**config.mk**
```make
export PLATFORM = sky130hd
export DESIGN_NAME = dual_dac_mode_pin_select
export DESIGN_NICKNAME = d
export VERILOG_FILES = /design/src/hw/dac_pin_mux_pkg.sv /design/src/hw/dual_dac_mode_pin_select.sv
export VERILOG_INCLUDE_DIRS = /design/src /design/src/hw
export SDC_FILE = /design/constraint.sdc
export NUM_CORES = 1
export LEC_CHECK = 0
export ABC_AREA = 1
export ABC_CLOCK_PERIOD_IN_PS = 2400
export BUFFER_PORTS_ARGS = -buffer_cell sky130_fd_sc_hd__buf_2
export CORE_ASPECT_RATIO = 1.25
export CORE_MARGIN = 2
export CORE_UTILIZATION = 45
export CTS_CLUSTER_DIAMETER = 150
export CTS_CLUSTER_SIZE = 40
export DETAILED_ROUTE_END_ITERATION = 16
export GPL_ROUTABILITY_DRIVEN = 0
export PLACE_DENSITY_LB_ADDON = 0.3
export SETUP_SLACK_MARGIN = 0.05
export SYNTH_ARGS = -nofsm -noshare
export SYNTH_HDL_FRONTEND = slang
export SYNTH_SLANG_ARGS = --single-unit
```
**constraint.sdc**
```tcl
create_clock -name clock_in -period 2.4 [get_ports clock_in]
set_clock_uncertainty 0.2 [all_clocks]
set_input_delay 0.48 -clock clock_in [delete_from_list [all_inputs] [get_ports clock_in]]
set_output_delay 0.48 -clock clock_in [all_outputs]
set_load 0.05 [all_outputs]
```
**src/hw/dac_pin_mux_defs.svh**
```systemverilog
// constants for the dual converter control-pin decoder
`ifndef DAC_PIN_MUX_DEFS_SVH
`define DAC_PIN_MUX_DEFS_SVH
`define DATA_WIDTH 12
`define SYNC_STAGES 2
`define MODE_SERIAL 1'b0
`define MODE_STRAP 1'b1
`define FORMAT_BINARY 1'b0
`define FORMAT_TWOS 1'b1
`define RESET_WORD 12'h000
`endif

```
**src/hw/dac_pin_mux_pkg.sv**
```systemverilog
// types shared by the control-pin decoder
package dac_pin_mux_pkg;
  typedef enum logic [0:0] {
    SERIAL_MODE,
    STRAP_MODE
  } op_mode_t;
endpackage : dac_pin_mux_pkg

```
**src/hw/dual_dac_mode_pin_select.sv**
```systemverilog
// mode-pin decoder and shared-pin router for a dual current converter
// Behaviour
// - mode pin low selects serial port mode
// - mode pin high pulse resets serial registers
// - mode pin high selects pin-strap configuration
// - serial mode: shared pin is serial clock
// - strap mode: phase pin rising edge triggers retime
// - serial mode: data pin is bidirectional
// - format low selects straight binary
// - format high selects twos complement
// - serial mode: select pin is active-low select
// - power-down high powers down, serial alive
// - set resistor picks aux output or adjust
// - true output full at ones, complement zeros
// - data clock qualifies parallel sample words
`timescale 1ns/100ps
`include "dac_pin_mux_defs.svh"
module dual_dac_mode_pin_select (
  input  wire logic        clock_in,            // 250 MHz core clock
  input  wire logic        rst_n_in,            // async reset, active low
  input  wire logic        mode_select_pin_in,  // mode pin level
  input  wire logic        clk_phase_pin_in,    // serial clock / retime phase
  input  wire logic        data_format_pin_in,  // serial data / format pin
  input  wire logic        select_power_down_strap_pin_in, // select_n / power down
  input  wire logic        serial_dout_in,      // data from serial engine
  input  wire logic        serial_doe_in,       // serial engine drives
  input  wire logic        data_io_clock_in,    // parallel data clock pin
  input  wire logic [11:0] sample_word_in,      // parallel data pins
  input  wire logic        i_internal_set_resistor_in, // i set enable
  input  wire logic        q_internal_set_resistor_in, // q set enable
  output logic             pin_strap_mode_out,  // high in strap mode
  output logic             serial_reg_reset_out,// serial regs reset pulse
  output logic             serial_clock_out,    // serial clock level
  output logic             serial_din_out,      // serial data received
  output logic             serial_select_n_out, // chip select, low active
  output logic             sdio_out,            // data pin drive value
  output logic             sdio_oe_out,         // data pin drive enable
  output logic             twos_complement_out, // strap format
  output logic             power_down_strap_out,// core power down
  output logic             retime_trigger_out,  // one-cycle retime pulse
  output logic [11:0]      sample_word_out,     // qualified offset word
  output logic             sample_valid_out,    // new word pulse
  output logic             i_aux_out_en_out,    // i pin is aux output
  output logic             q_aux_out_en_out     // q pin is aux output
);
  // all state in one struct
  typedef struct packed {
    logic [1:0]  mode_sync;   // mode pin synchroniser
    logic [1:0]  clk_sync;    // clock/phase pin synchroniser
    logic [1:0]  dat_sync;    // data/format synchroniser
    logic [1:0]  sel_sync;    // select/power synchroniser
    logic [1:0]  dclk_sync;   // data clock synchroniser
    logic [1:0]  iset_sync;   // i set enable synchroniser
    logic [1:0]  qset_sync;   // q set enable synchroniser
    logic        mode_prev;   // last stable mode
    logic        phase_prev;  // last stable phase pin
    logic        dclk_prev;   // last stable data clock
    logic [11:0] word_cap;    // captured data word
    logic [11:0] word_s2;     // second stage word
    logic        strap;       // strap mode output
    logic        reg_rst;     // serial reset pulse
    logic        sclk;        // serial clock
    logic        sdin;        // serial data in
    logic        csn;         // select
    logic        sdo;         // drive value
    logic        sdoe;        // drive enable
    logic        twos;        // format
    logic        pdn;         // power down
    logic        retime;      // retime pulse
    logic [11:0] word;        // output word
    logic        valid;       // word pulse
    logic        iaux;        // i aux route
    logic        qaux;        // q aux route
  } state_t;

  state_t state_ff;
  state_t nxt_state;
  dac_pin_mux_pkg::op_mode_t mode_w;

  // next-state logic; only second sync stages are read
  always_comb begin
    nxt_state = state_ff;
    nxt_state.mode_sync = {state_ff.mode_sync[0], mode_select_pin_in};
    nxt_state.clk_sync  = {state_ff.clk_sync[0], clk_phase_pin_in};
    nxt_state.dat_sync  = {state_ff.dat_sync[0], data_format_pin_in};
    nxt_state.sel_sync  = {state_ff.sel_sync[0], select_power_down_strap_pin_in};
    nxt_state.dclk_sync = {state_ff.dclk_sync[0], data_io_clock_in};
    nxt_state.iset_sync = {state_ff.iset_sync[0],
                           i_internal_set_resistor_in};
    nxt_state.qset_sync = {state_ff.qset_sync[0],
                           q_internal_set_resistor_in};
    // parallel word passes two stages like every other pin
    nxt_state.word_cap = sample_word_in;
    nxt_state.word_s2  = state_ff.word_cap;
    mode_w = state_ff.mode_sync[1] ? dac_pin_mux_pkg::STRAP_MODE
                                   : dac_pin_mux_pkg::SERIAL_MODE;
    nxt_state.mode_prev  = state_ff.mode_sync[1];
    nxt_state.phase_prev = state_ff.clk_sync[1];
    nxt_state.dclk_prev  = state_ff.dclk_sync[1];
    nxt_state.strap   = (mode_w == dac_pin_mux_pkg::STRAP_MODE);
    nxt_state.reg_rst = 1'b0;
    nxt_state.retime  = 1'b0;
    case (mode_w)
      dac_pin_mux_pkg::SERIAL_MODE: begin
        nxt_state.sclk = state_ff.clk_sync[1];
        nxt_state.sdin = state_ff.dat_sync[1];
        nxt_state.csn  = state_ff.sel_sync[1];
        // drive only while selected; avoids contention when idle
        nxt_state.sdoe = serial_doe_in & ~state_ff.sel_sync[1];
        nxt_state.sdo  = serial_dout_in;
        // strap functions hold their last value here
      end
      dac_pin_mux_pkg::STRAP_MODE: begin
        // a high pulse from serial mode resets the serial registers;
        // it also leaves the regs at default if the pin stays high
        nxt_state.reg_rst = ~state_ff.mode_prev;
        nxt_state.twos = state_ff.dat_sync[1];
        nxt_state.pdn  = state_ff.sel_sync[1];
        // the host ties the pin low for equal clocks: no edge
        nxt_state.retime = state_ff.clk_sync[1] & ~state_ff.phase_prev;
        // serial side quiet, serial logic itself stays powered
        nxt_state.sclk = 1'b0;
        nxt_state.sdin = 1'b0;
        nxt_state.csn  = 1'b1;
        nxt_state.sdoe = 1'b0;
        nxt_state.sdo  = 1'b0;
      end
      default: begin
        nxt_state.csn = 1'b1;
      end
    endcase
    if (mode_w == dac_pin_mux_pkg::STRAP_MODE && state_ff.clk_sync[1]
        && !state_ff.phase_prev) begin
      nxt_state.retime = 1'b1;
    end
    // data clock rising edge qualifies the word
    nxt_state.valid = state_ff.dclk_sync[1] & ~state_ff.dclk_prev;
    if (state_ff.dclk_sync[1] && !state_ff.dclk_prev) begin
      // twos complement flips msb so all ones is full scale
      nxt_state.word = state_ff.twos
        ? {~state_ff.word_s2[11], state_ff.word_s2[10:0]}
        : state_ff.word_s2;
    end
    nxt_state.iaux = state_ff.iset_sync[1];
    nxt_state.qaux = state_ff.qset_sync[1];
  end

  // single state register, constant reset values
  always_ff @(posedge clock_in or negedge rst_n_in) begin
    if (!rst_n_in) begin
      state_ff      <= '0;
      state_ff.csn  <= 1'b1;
      state_ff.word <= `RESET_WORD;
    end else begin
      state_ff <= nxt_state;
    end
  end

  // outputs straight from flops
  assign pin_strap_mode_out   = state_ff.strap;
  assign serial_reg_reset_out = state_ff.reg_rst;
  assign serial_clock_out     = state_ff.sclk;
  assign serial_din_out       = state_ff.sdin;
  assign serial_select_n_out  = state_ff.csn;
  assign sdio_out             = state_ff.sdo;
  assign sdio_oe_out          = state_ff.sdoe;
  assign twos_complement_out  = state_ff.twos;
  assign power_down_strap_out = state_ff.pdn;
  assign retime_trigger_out   = state_ff.retime;
  assign sample_word_out      = state_ff.word;
  assign sample_valid_out     = state_ff.valid;
  assign i_aux_out_en_out     = state_ff.iaux;
  assign q_aux_out_en_out     = state_ff.qaux;
endmodule : dual_dac_mode_pin_select

```
==> results.cfg, run 1 <==
[global_routing]
grt_pass1_wl_um = 4350
grt_overflow = 0
grt_pass1_vias = 1060
grt_max_degree = 66
track_usage_pct = 12.4
antenna_found_initial = 0

[critical_path]
cp_data_arrival_time_ps = 1080
end_kind = output pin
cp.buffers_inverters = 1
slowest_delay_ps = 510
critical_path_class = flip-flop to output pin
required_ps = 1720
crit_family = flip-flops
worst_path_max_delay_cell = dfstp_2
cp-start-kind = flip-flop
crit_chain = buf_2
crit_fanout = 1

[yosys]
syn_avg_cell_area_um2 = 14.2
synth-seq-cells = 65
synth_area_um2 = 1980
ys_seq_area_share_pct = 82.4
ys_warn_count = 0
syn-num-nets = 162
synthCells = 139
yosysUniqueCellTypes = 13

[timing]
hold_viol_final = 0
setup_viol = 0
fmax_mhz = 568
fin_crit_ps = 1760
max_slew_margin_pct = 78.1
fin_tns_setup_ps = 0
tightest_slew_ps = 328
final_max_slew_viol_count = 0
rsz0062_at_grt = false
finalCritPeriodShare_pct = 73.3

[detailed_routing]
wl_um = 2630
ant_nets = 0
wl_per_cell_um = 10.7
avgViaCountPerCell = 4.20
vias = 1033
drcViolationCount = 0
drtIter0Drc = 50
dr.pass1.iters = 4

[final_layout]
fill_cells = 380
area_growth_pct = 19.4
diodes = 0
final_nets = 208
drive_gt1_share_pct = 33.2
final_cell_mix = dfrtp_1 (64), buf_2 (47), nand2_1 (41), clkbuf_8 (9), inv_1 (8)
final_common_cell = dfrtp_1

[cts]
cts_tree = done
cts_buffers = 9
cts_max_path_buffers = 2
cts_resized = 0
insertion_delay_ps = 320
cts.sink_count = 65
clockRootBuffer = clkbuf_8
clk_pin_slew_worst_paths_ps = 60
htree_levels = 3

[floorplan]
core_um2 = 4160
die_h_um = 78.1
pin_count = 48
die_w_um = 63.3
die_area_um2 = 4940
start_util_pct = 47.4
rows = 26

[outcome]
status = complete, no violations

[pwr]
p_per_area_nw_per_um2 = 924
p_leak_nw = 1.24
total_power_mw = 2.18
ir_drop_mv = 0.419

[hold_path]
hp-class = primary input to flip-flop

[flow_run]
drv_cap = 0

[placed_design]
port_buffers = 47
place_hpwl_um = 1810
kinds of logic after synthesis:
kind of cell	synth area share (%)
flip-flops	82.4
AND/OR/NAND/NOR	10.1
AO/OA/AOI/OAI	0.253
buffers and inverters	7.22
sequential cells by signal (all words and copies together) (netlist names):
register / count
twos_complement_out: 1
state_ff: 17
serial_reg_reset_out: 1
retime_trigger_out: 1
sample_valid_out: 1
serial_select_n_out: 1
i_aux_out_en_out: 1
serial_din_out: 1
serial_clock_out: 1
nxt_state: 24
sdio_out: 1
power_down_strap_out: 1
q_aux_out_en_out: 1
sample_word_out: 12
sdio_oe_out: 1
timing repair:
action	CTS	global route
hold endpoints to repair	64	0
buffers inserted	0	0
hold buffers	1	0
routing by layer:
layer  vias up  track usage [%]  part of all wire [%]
met2        33             21.4                    53
met4         0             7.83                   2.9
li1        495                -                     -
met3         7             7.31                   7.0
met1       498             10.8                    37
met5         -                0                     0
power breakdown:
part | internal [mW] | total [mW] | switching, mW | leakage [nW]
clock network | 0.372 | 0.724 | 0.352 | 0.0774
logic | 0.0583 | 0.259 | 0.200 | 0.389
registers | 1.17 | 1.20 | 0.0286 | 0.776
total | 1.60 | 2.18 | 0.581 | 1.24
stage by stage:
stage                     util (%)  cells  setup WS [ps]  hold WS [ps]  cell area [um2]
after floorplan                  -    139           1060         -15.6             1980
after global placement        52.6    229            980           132             2190
after detailed placement      52.6    229            982           135             2190
after CTS                     56.6    246            617          36.5             2360
after global routing          56.6    246            595          24.6             2360
final                         56.6    246            640          56.0             2360
path summary, 6_finish.rpt:
path / from / to / slack [ps] / depth (start not counted)
hold / removal: sample_word_in[1] / nxt_state[26] / 60 / 1
setup reg to reg: state_ff[49] / sample_word_out[11] / 1100 / 4
min in group asynchronous: rst_n_in / nxt_state[59] / 480 / 3
setup / recovery: serial_select_n_out / serial_select_n_out / 640 / 1
max in group asynchronous: rst_n_in / serial_select_n_out / 1230 / 3
hold reg to reg: nxt_state[55] / nxt_state[1] / 150 / 0
cell type report:
cell class | count | area (um2) | area share [%]
inverter | 9 | 33.8 | 1.43
multi-input combinational | 51 | 205 | 8.70
clock inverter | 3 | 17.5 | 0.743
tap | 56 | 70.1 | 2.97
clock buffer | 13 | 139 | 5.89
sequential | 65 | 1630 | 69.0
timing repair buffer | 49 | 265 | 11.2
synthesized netlist by cell type:
cell type | count | share of area [%]
inv_2 | 1 | 0.19
o21ai_0 | 1 | 0.25
nor2_1 | 5 | 0.95
buf_6 | 1 | 0.57
dfstp_2 | 1 | 1.3
nand3_1 | 1 | 0.25
buf_4 | 13 | 4.9
nor2_4 | 1 | 0.57
dfrtp_1 | 64 | 81
nand2_1 | 41 | 7.8
or2_1 | 1 | 0.32
nor3_1 | 1 | 0.25
inv_1 | 8 | 1.5
No activity file was read; power rests on OpenSTA's default activity.
==> run 2: changes to the inputs <==
--- a/config.mk
+++ b/config.mk
@@ -6,8 +6,8 @@
 export SDC_FILE = /design/constraint.sdc
 export NUM_CORES = 1
 export LEC_CHECK = 0
-export ABC_AREA = 1
-export ABC_CLOCK_PERIOD_IN_PS = 2400
+export ABC_AREA = 0
+export ABC_CLOCK_PERIOD_IN_PS = 1500
 export BUFFER_PORTS_ARGS = -buffer_cell sky130_fd_sc_hd__buf_2
 export CORE_ASPECT_RATIO = 1.25
 export CORE_MARGIN = 2
==> constraint.sdc (replaced) <==
create_clock -name clock_in -period 1.5 [get_ports clock_in]
set_clock_uncertainty 0.2 [all_clocks]
set_input_delay 0.3 -clock clock_in [delete_from_list [all_inputs] [get_ports clock_in]]
set_output_delay 0.3 -clock clock_in [all_outputs]
set_load 0.05 [all_outputs]
==> run 2 against run 1 <==
Compared with the run above: first-iteration DRC count down 50%; register-to-register slack lost 920 ps; critical endpoint unchanged; die area up 1.1%; clock power rose by 110%; critical path type unchanged.
==> results.cfg, run 2 <==
[yosys]
yosysMostFrequentCell = dfrtp_1
synthFlopType = dfrtp_1
synth_area_um2 = 2000
synthCells = 102
syn_avg_cell_area_um2 = 19.6
ys_seq_area_share_pct = 81.4
ys_warn_count = 0
yosys.area.top_type = dfrtp_1
synth.top_cell.area_share_pct = 80.1
yosys-top-cells-area = dfrtp_1 (80%), mux2_4 (6.8%), buf_4 (4.5%)
async_flop_share_pct = 100
synth-seq-cells = 65
synth_edf_count = 0
yosysUniqueCellTypes = 13
synth_common_cells = dfrtp_1 (64), buf_4 (12), mux2_4 (9), mux2_2 (5), nor2b_1 (4)
syn-num-nets = 125

[timing]
max_slew_margin_pct = 81.5
fin_crit_ps = 1500
fmax_mhz = 667
hold_viol_final = 0
finalCritPeriodShare_pct = 100
setup_viol = 0
final_max_slew_viol_count = 0
rsz0062_at_grt = true
tightest_slew_ps = 278

[detailed_routing]
drtIter0Drc = 25
dr.pass1.iters = 3
vias = 992
avgViaCountPerCell = 4.19
wl_um = 2980
drcViolationCount = 0
ant_nets = 0
wl_per_cell_um = 12.6

[final_layout]
largest_register_ffs = 24
area_growth_pct = 39.1
final_area_um2 = 2780
final_cell_mix = dfrtp_1 (64), buf_2 (28), dlygate4sd3_1 (22), buf_4 (13)
diodes = 0
final_util_pct = 64.3
fill_cells = 335
final_nets = 197
drive_gt1_share_pct = 46.9
final_common_cell = dfrtp_1

[floorplan]
die_h_um = 78.5
start_util_pct = 46.2
die_w_um = 63.6
die_area_um2 = 5000
rows = 27
pin_count = 48
core_um2 = 4320

[global_routing]
grt_overflow = 0
grt_pass1_vias = 1141
track_usage_pct = 14.5
antenna_found_initial = 0
grt_max_degree = 22
grt_pass1_wl_um = 5150

[critical_path]
cp_data_arrival_time_ps = 1000
crit_fanout = 1
crit_chain = buf_8
crit_family = flip-flops
worst_path_max_delay_cell = dfstp_2
slowest_delay_ps = 530
required_ps = 1000
critical_path_class = flip-flop to output pin
cp-start-kind = flip-flop
cp.buffers_inverters = 1
end_kind = output pin

[cts]
clk_pin_slew_worst_paths_ps = 70
cts.sink_count = 65
cts_tree = done
clockRootBuffer = clkbuf_8
cts_max_path_buffers = 2
insertion_delay_ps = 330
htree_levels = 3
cts_buffers = 9

[pwr]
ir_drop_mv = 0.757
swShare_pct = 25.1
p_sw_mw = 1.03
p_per_area_nw_per_um2 = 1470
p_comb_share_pct = 14.9
p_seq_share_pct = 47.6
internal-power_mw = 3.05
p_leak_nw = 1.34
clkPwrFrac_pct = 37.6

[placed_design]
place_hpwl_um = 1830
dpl_cell_area_um2 = 2280
port_buffers = 47

[outcome]
status = complete, no violations

[flow_run]
drv_cap = 0

[hold_path]
hp-class = flip-flop to flip-flop
[run 2: cell count changes after synthesis, moves of 4 or more]
cell,before,now
inv_1,8,1
mux2_2,0,5
mux2_4,0,9
nand2_1,41,0
nor2_1,5,1
nor2b_1,0,4
[run 2: routing by layer]
layer  GRT usage [%]  part of all wire (%)  up-vias
li1                -                     -      460
met1            14.6                    38      488
met2            24.7                    54       36
met3            5.01                   5.1        8
met4            10.4                   2.7        0
met5               0                     0        -
[run 2: what timing repair did]
item	4_1_cts	5_1_grt
hold buffers	22	0
setup endpoints to repair	14	9
gates resized for setup	17	9
pin swaps	0	0
hold endpoints to repair	85	0
buffers inserted	0	1
[run 2: area by class of cell]
class / count / area (um2) / share of cell area (%)
clock buffers: 10 / 128 / 4.59
clock inverters: 6 / 82.6 / 2.97
inverters: 1 / 3.75 / 0.135
multi-input cells: 23 / 258 / 9.27
flip-flops and latches: 65 / 1630 / 58.5
well taps: 58 / 72.6 / 2.61
repair buffers: 74 / 609 / 21.9
[run 2: kinds of logic after synthesis]
group,after synthesis,share of synthesized area [%]
multiplexers,14,9.57
flip-flops,65,81.4
XOR/XNOR,1,0.438
AND/OR/NAND/NOR,8,2.88
buffers and inverters,14,5.69
[run 2: worst paths after layout]
kind / from / endpoint / slack (ps) / depth (start not counted)
hold / removal: nxt_state[33] / state_ff[33] / 150 / 0
max in group asynchronous: rst_n_in / serial_select_n_out / 460 / 3
hold reg to reg: nxt_state[33] / state_ff[33] / 150 / 0
setup reg to reg: state_ff[49] / sample_word_out[11] / 180 / 3
setup / recovery: serial_select_n_out / serial_select_n_out / 0.4 / 1
min in group asynchronous: rst_n_in / sample_word_out[9] / 180 / 2
[run 2: power groups by stage]
stage	combinational, mW	clock (mW)	sequential, mW
after detailed placement	0.517	0	1.97
after global routing	0.636	1.66	1.96
after floorplan	0.360	0	2.02
after CTS	0.597	1.57	1.94
after global placement	0.510	0	1.96
final	0.607	1.53	1.94
[run 2: per-stage QoR]
stage / std cells / worst slack (ps) / TNS, ps / hold slack [ps] / power [mW]
CTS: 236 / -24.2 / -24.2 / 150 / 4.11
global route: 237 / -44.1 / -44.1 / 158 / 4.25
finish: 237 / 0.369 / 0 / 147 / 4.08
global placement: 198 / 190 / 0 / -16.0 / 2.48
detailed placement: 198 / 170 / 0 / -12.3 / 2.49
floorplan: 102 / 130 / 0 / -196 / 2.38
==> run 3: changes to the inputs <==
--- a/config.mk
+++ b/config.mk
@@ -17,6 +17,7 @@
 export DETAILED_ROUTE_END_ITERATION = 16
 export GPL_ROUTABILITY_DRIVEN = 0
 export PLACE_DENSITY_LB_ADDON = 0.3
+export REMOVE_ABC_BUFFERS = 1
 export SETUP_SLACK_MARGIN = 0.05
 export SYNTH_ARGS = -nofsm -noshare
 export SYNTH_HDL_FRONTEND = slang
==> run 3 against run 2 <==
Compared with the run above: the run now ends with setup timing left; final area down 4.0%; cell count fell by 1.3%; sequential share of layout area grew 2.5 points; sequential cell count stayed put; highest routed layer unchanged.
==> results.cfg, run 3 (synthesis gave the netlist of run 2 again) <==
[pwr]
p_per_area_nw_per_um2 = 1390
swShare_pct = 26.6
p_comb_share_pct = 15.7
p_sw_uw = 989
clkPwrFrac_pct = 32.2
p_leak_nw = 1.30
p_seq_share_pct = 52.1
internal-power_mw = 2.73
ir_drop_mv = 0.637

[critical_path]
required_ps = 1000
crit_fanout = 1
cp-start-kind = flip-flop
worstReg2RegStart = state_ff[49]
worst_path_max_delay_cell = dfstp_2
end_kind = output pin
crit_chain = buf_8
crit_family = flip-flops
cp.buffers_inverters = 1
cp_data_arrival_time_ps = 1000
slowest_delay_ps = 540
startpoint = serial_select_n_out
critical_path_class = flip-flop to output pin

[placed_design]
post-place-ws_ps = 149
dp.cells = 197
place_hpwl_um = 1800
port_buffers = 47

[detailed_routing]
vias = 969
drcViolationCount = 0
avgViaCountPerCell = 4.14
drtIter0Drc = 16
dr.pass1.iters = 4
ant_nets = 0
wl_um = 2860
wl_per_cell_um = 12.2

[floorplan]
die_w_um = 63.6
die_h_um = 78.5
core_um2 = 4320
die_area_um2 = 5000
pin_count = 48
start_util_pct = 46.2
rows = 27

[cts]
post_cts_buffers = 0
cts.sink_count = 65
cts_buffers = 9
cts_max_path_buffers = 2
cts_tree = done
clk_pin_slew_worst_paths_ps = 60
htree_levels = 3
insertion_delay_ps = 320
clockRootBuffer = clkbuf_8

[outcome]
violations = setup timing
status = finished, violations left

[hold_path]
min_from = nxt_state[59]
hp-class = flip-flop to flip-flop

[timing]
setup_ws_ps = -1.49
setup_viol = 1
finalCritPeriodShare_pct = 100
fmax_mhz = 666
rsz0062_at_grt = true
final_max_slew_viol_count = 0
fin_crit_ps = 1500
max_slew_margin_pct = 78.3
tightest_slew_ps = 326
hold_viol_final = 0

[final_layout]
ff_latch_area_um2 = 1630
final_cell_mix = dfrtp_1 (64), buf_2 (31), dlygate4sd3_1 (22), buf_4 (15), clkbuf_8 (10)
stdcell_count = 234
final_common_cell = dfrtp_1
multi_input_area_um2 = 258
area_growth_pct = 33.5
diodes = 0
drive_gt1_share_pct = 46.0
fill_cells = 355
largest_register_ffs = 24
final_nets = 195

[global_routing]
grt_pass1_vias = 1036
grt_overflow = 0
grt_max_degree = 66
antenna_found_initial = 0
grt_pass1_wl_um = 4860
track_usage_pct = 13.6

[flow_run]
drv_cap = 0
run 3: layout make-up:
| cell class | count | share of cell area [%] |
|---|---|---|
| sequential | 65 | 61.0 |
| timing repair buffer | 72 | 20.4 |
| multi-input combinational | 23 | 9.66 |
| clock buffer | 11 | 5.30 |
| tap | 58 | 2.72 |
| clock inverter | 4 | 0.750 |
| inverter | 1 | 0.141 |
run 3: per-layer routing:
metal  vias to the layer above  GRT usage [%]  routed length (um)
li1                        449              -                   -
met2                        23           20.9                1570
met4                         0           11.1                  91
met3                         8           3.87                 108
met5                         -              0                   0
met1                       489           15.8                1090
run 3: metrics by stage:
stage	util, %	total power [mW]	hold WS (ps)	area [um2]	setup TNS (ps)
2_1_floorplan	-	2.30	-196	1890	0
3_3_place_gp	51.6	2.46	126	2230	0
3_5_place_dp	51.6	2.47	135	2230	0
4_1_cts	61.6	3.78	148	2670	-26.4
5_1_grt	61.7	3.90	151	2670	-33.5
6_report	61.7	3.72	145	2670	-1.49
run 3: path summary, 6_finish.rpt:
path,endpoint,slack [ps],depth (start not counted)
max,serial_select_n_out,-1,1
min,state_ff[59],140,0
max reg2reg,sample_word_out[8],150,3
min reg2reg,state_ff[59],140,0
max in group asynchronous,serial_select_n_out,480,3
min in group asynchronous,sample_word_out[9],310,3
run 3: what timing repair did:
item / in CTS / in global routing
endpoints found under the hold margin: 85 / 0
resized for setup: 19 / 1
hold buffers: 22 / 0
endpoints found under the setup margin: 16 / 2
run 3: power groups by stage:
stage                     combinational [mW]  sequential [mW]  clock, mW
after floorplan                       0.0926             2.21          0
after detailed placement               0.506             1.97          0
after CTS                              0.589             1.94       1.25
final                                  0.584             1.94       1.20
after global routing                   0.615             1.95       1.33
after global placement                 0.497             1.96          0
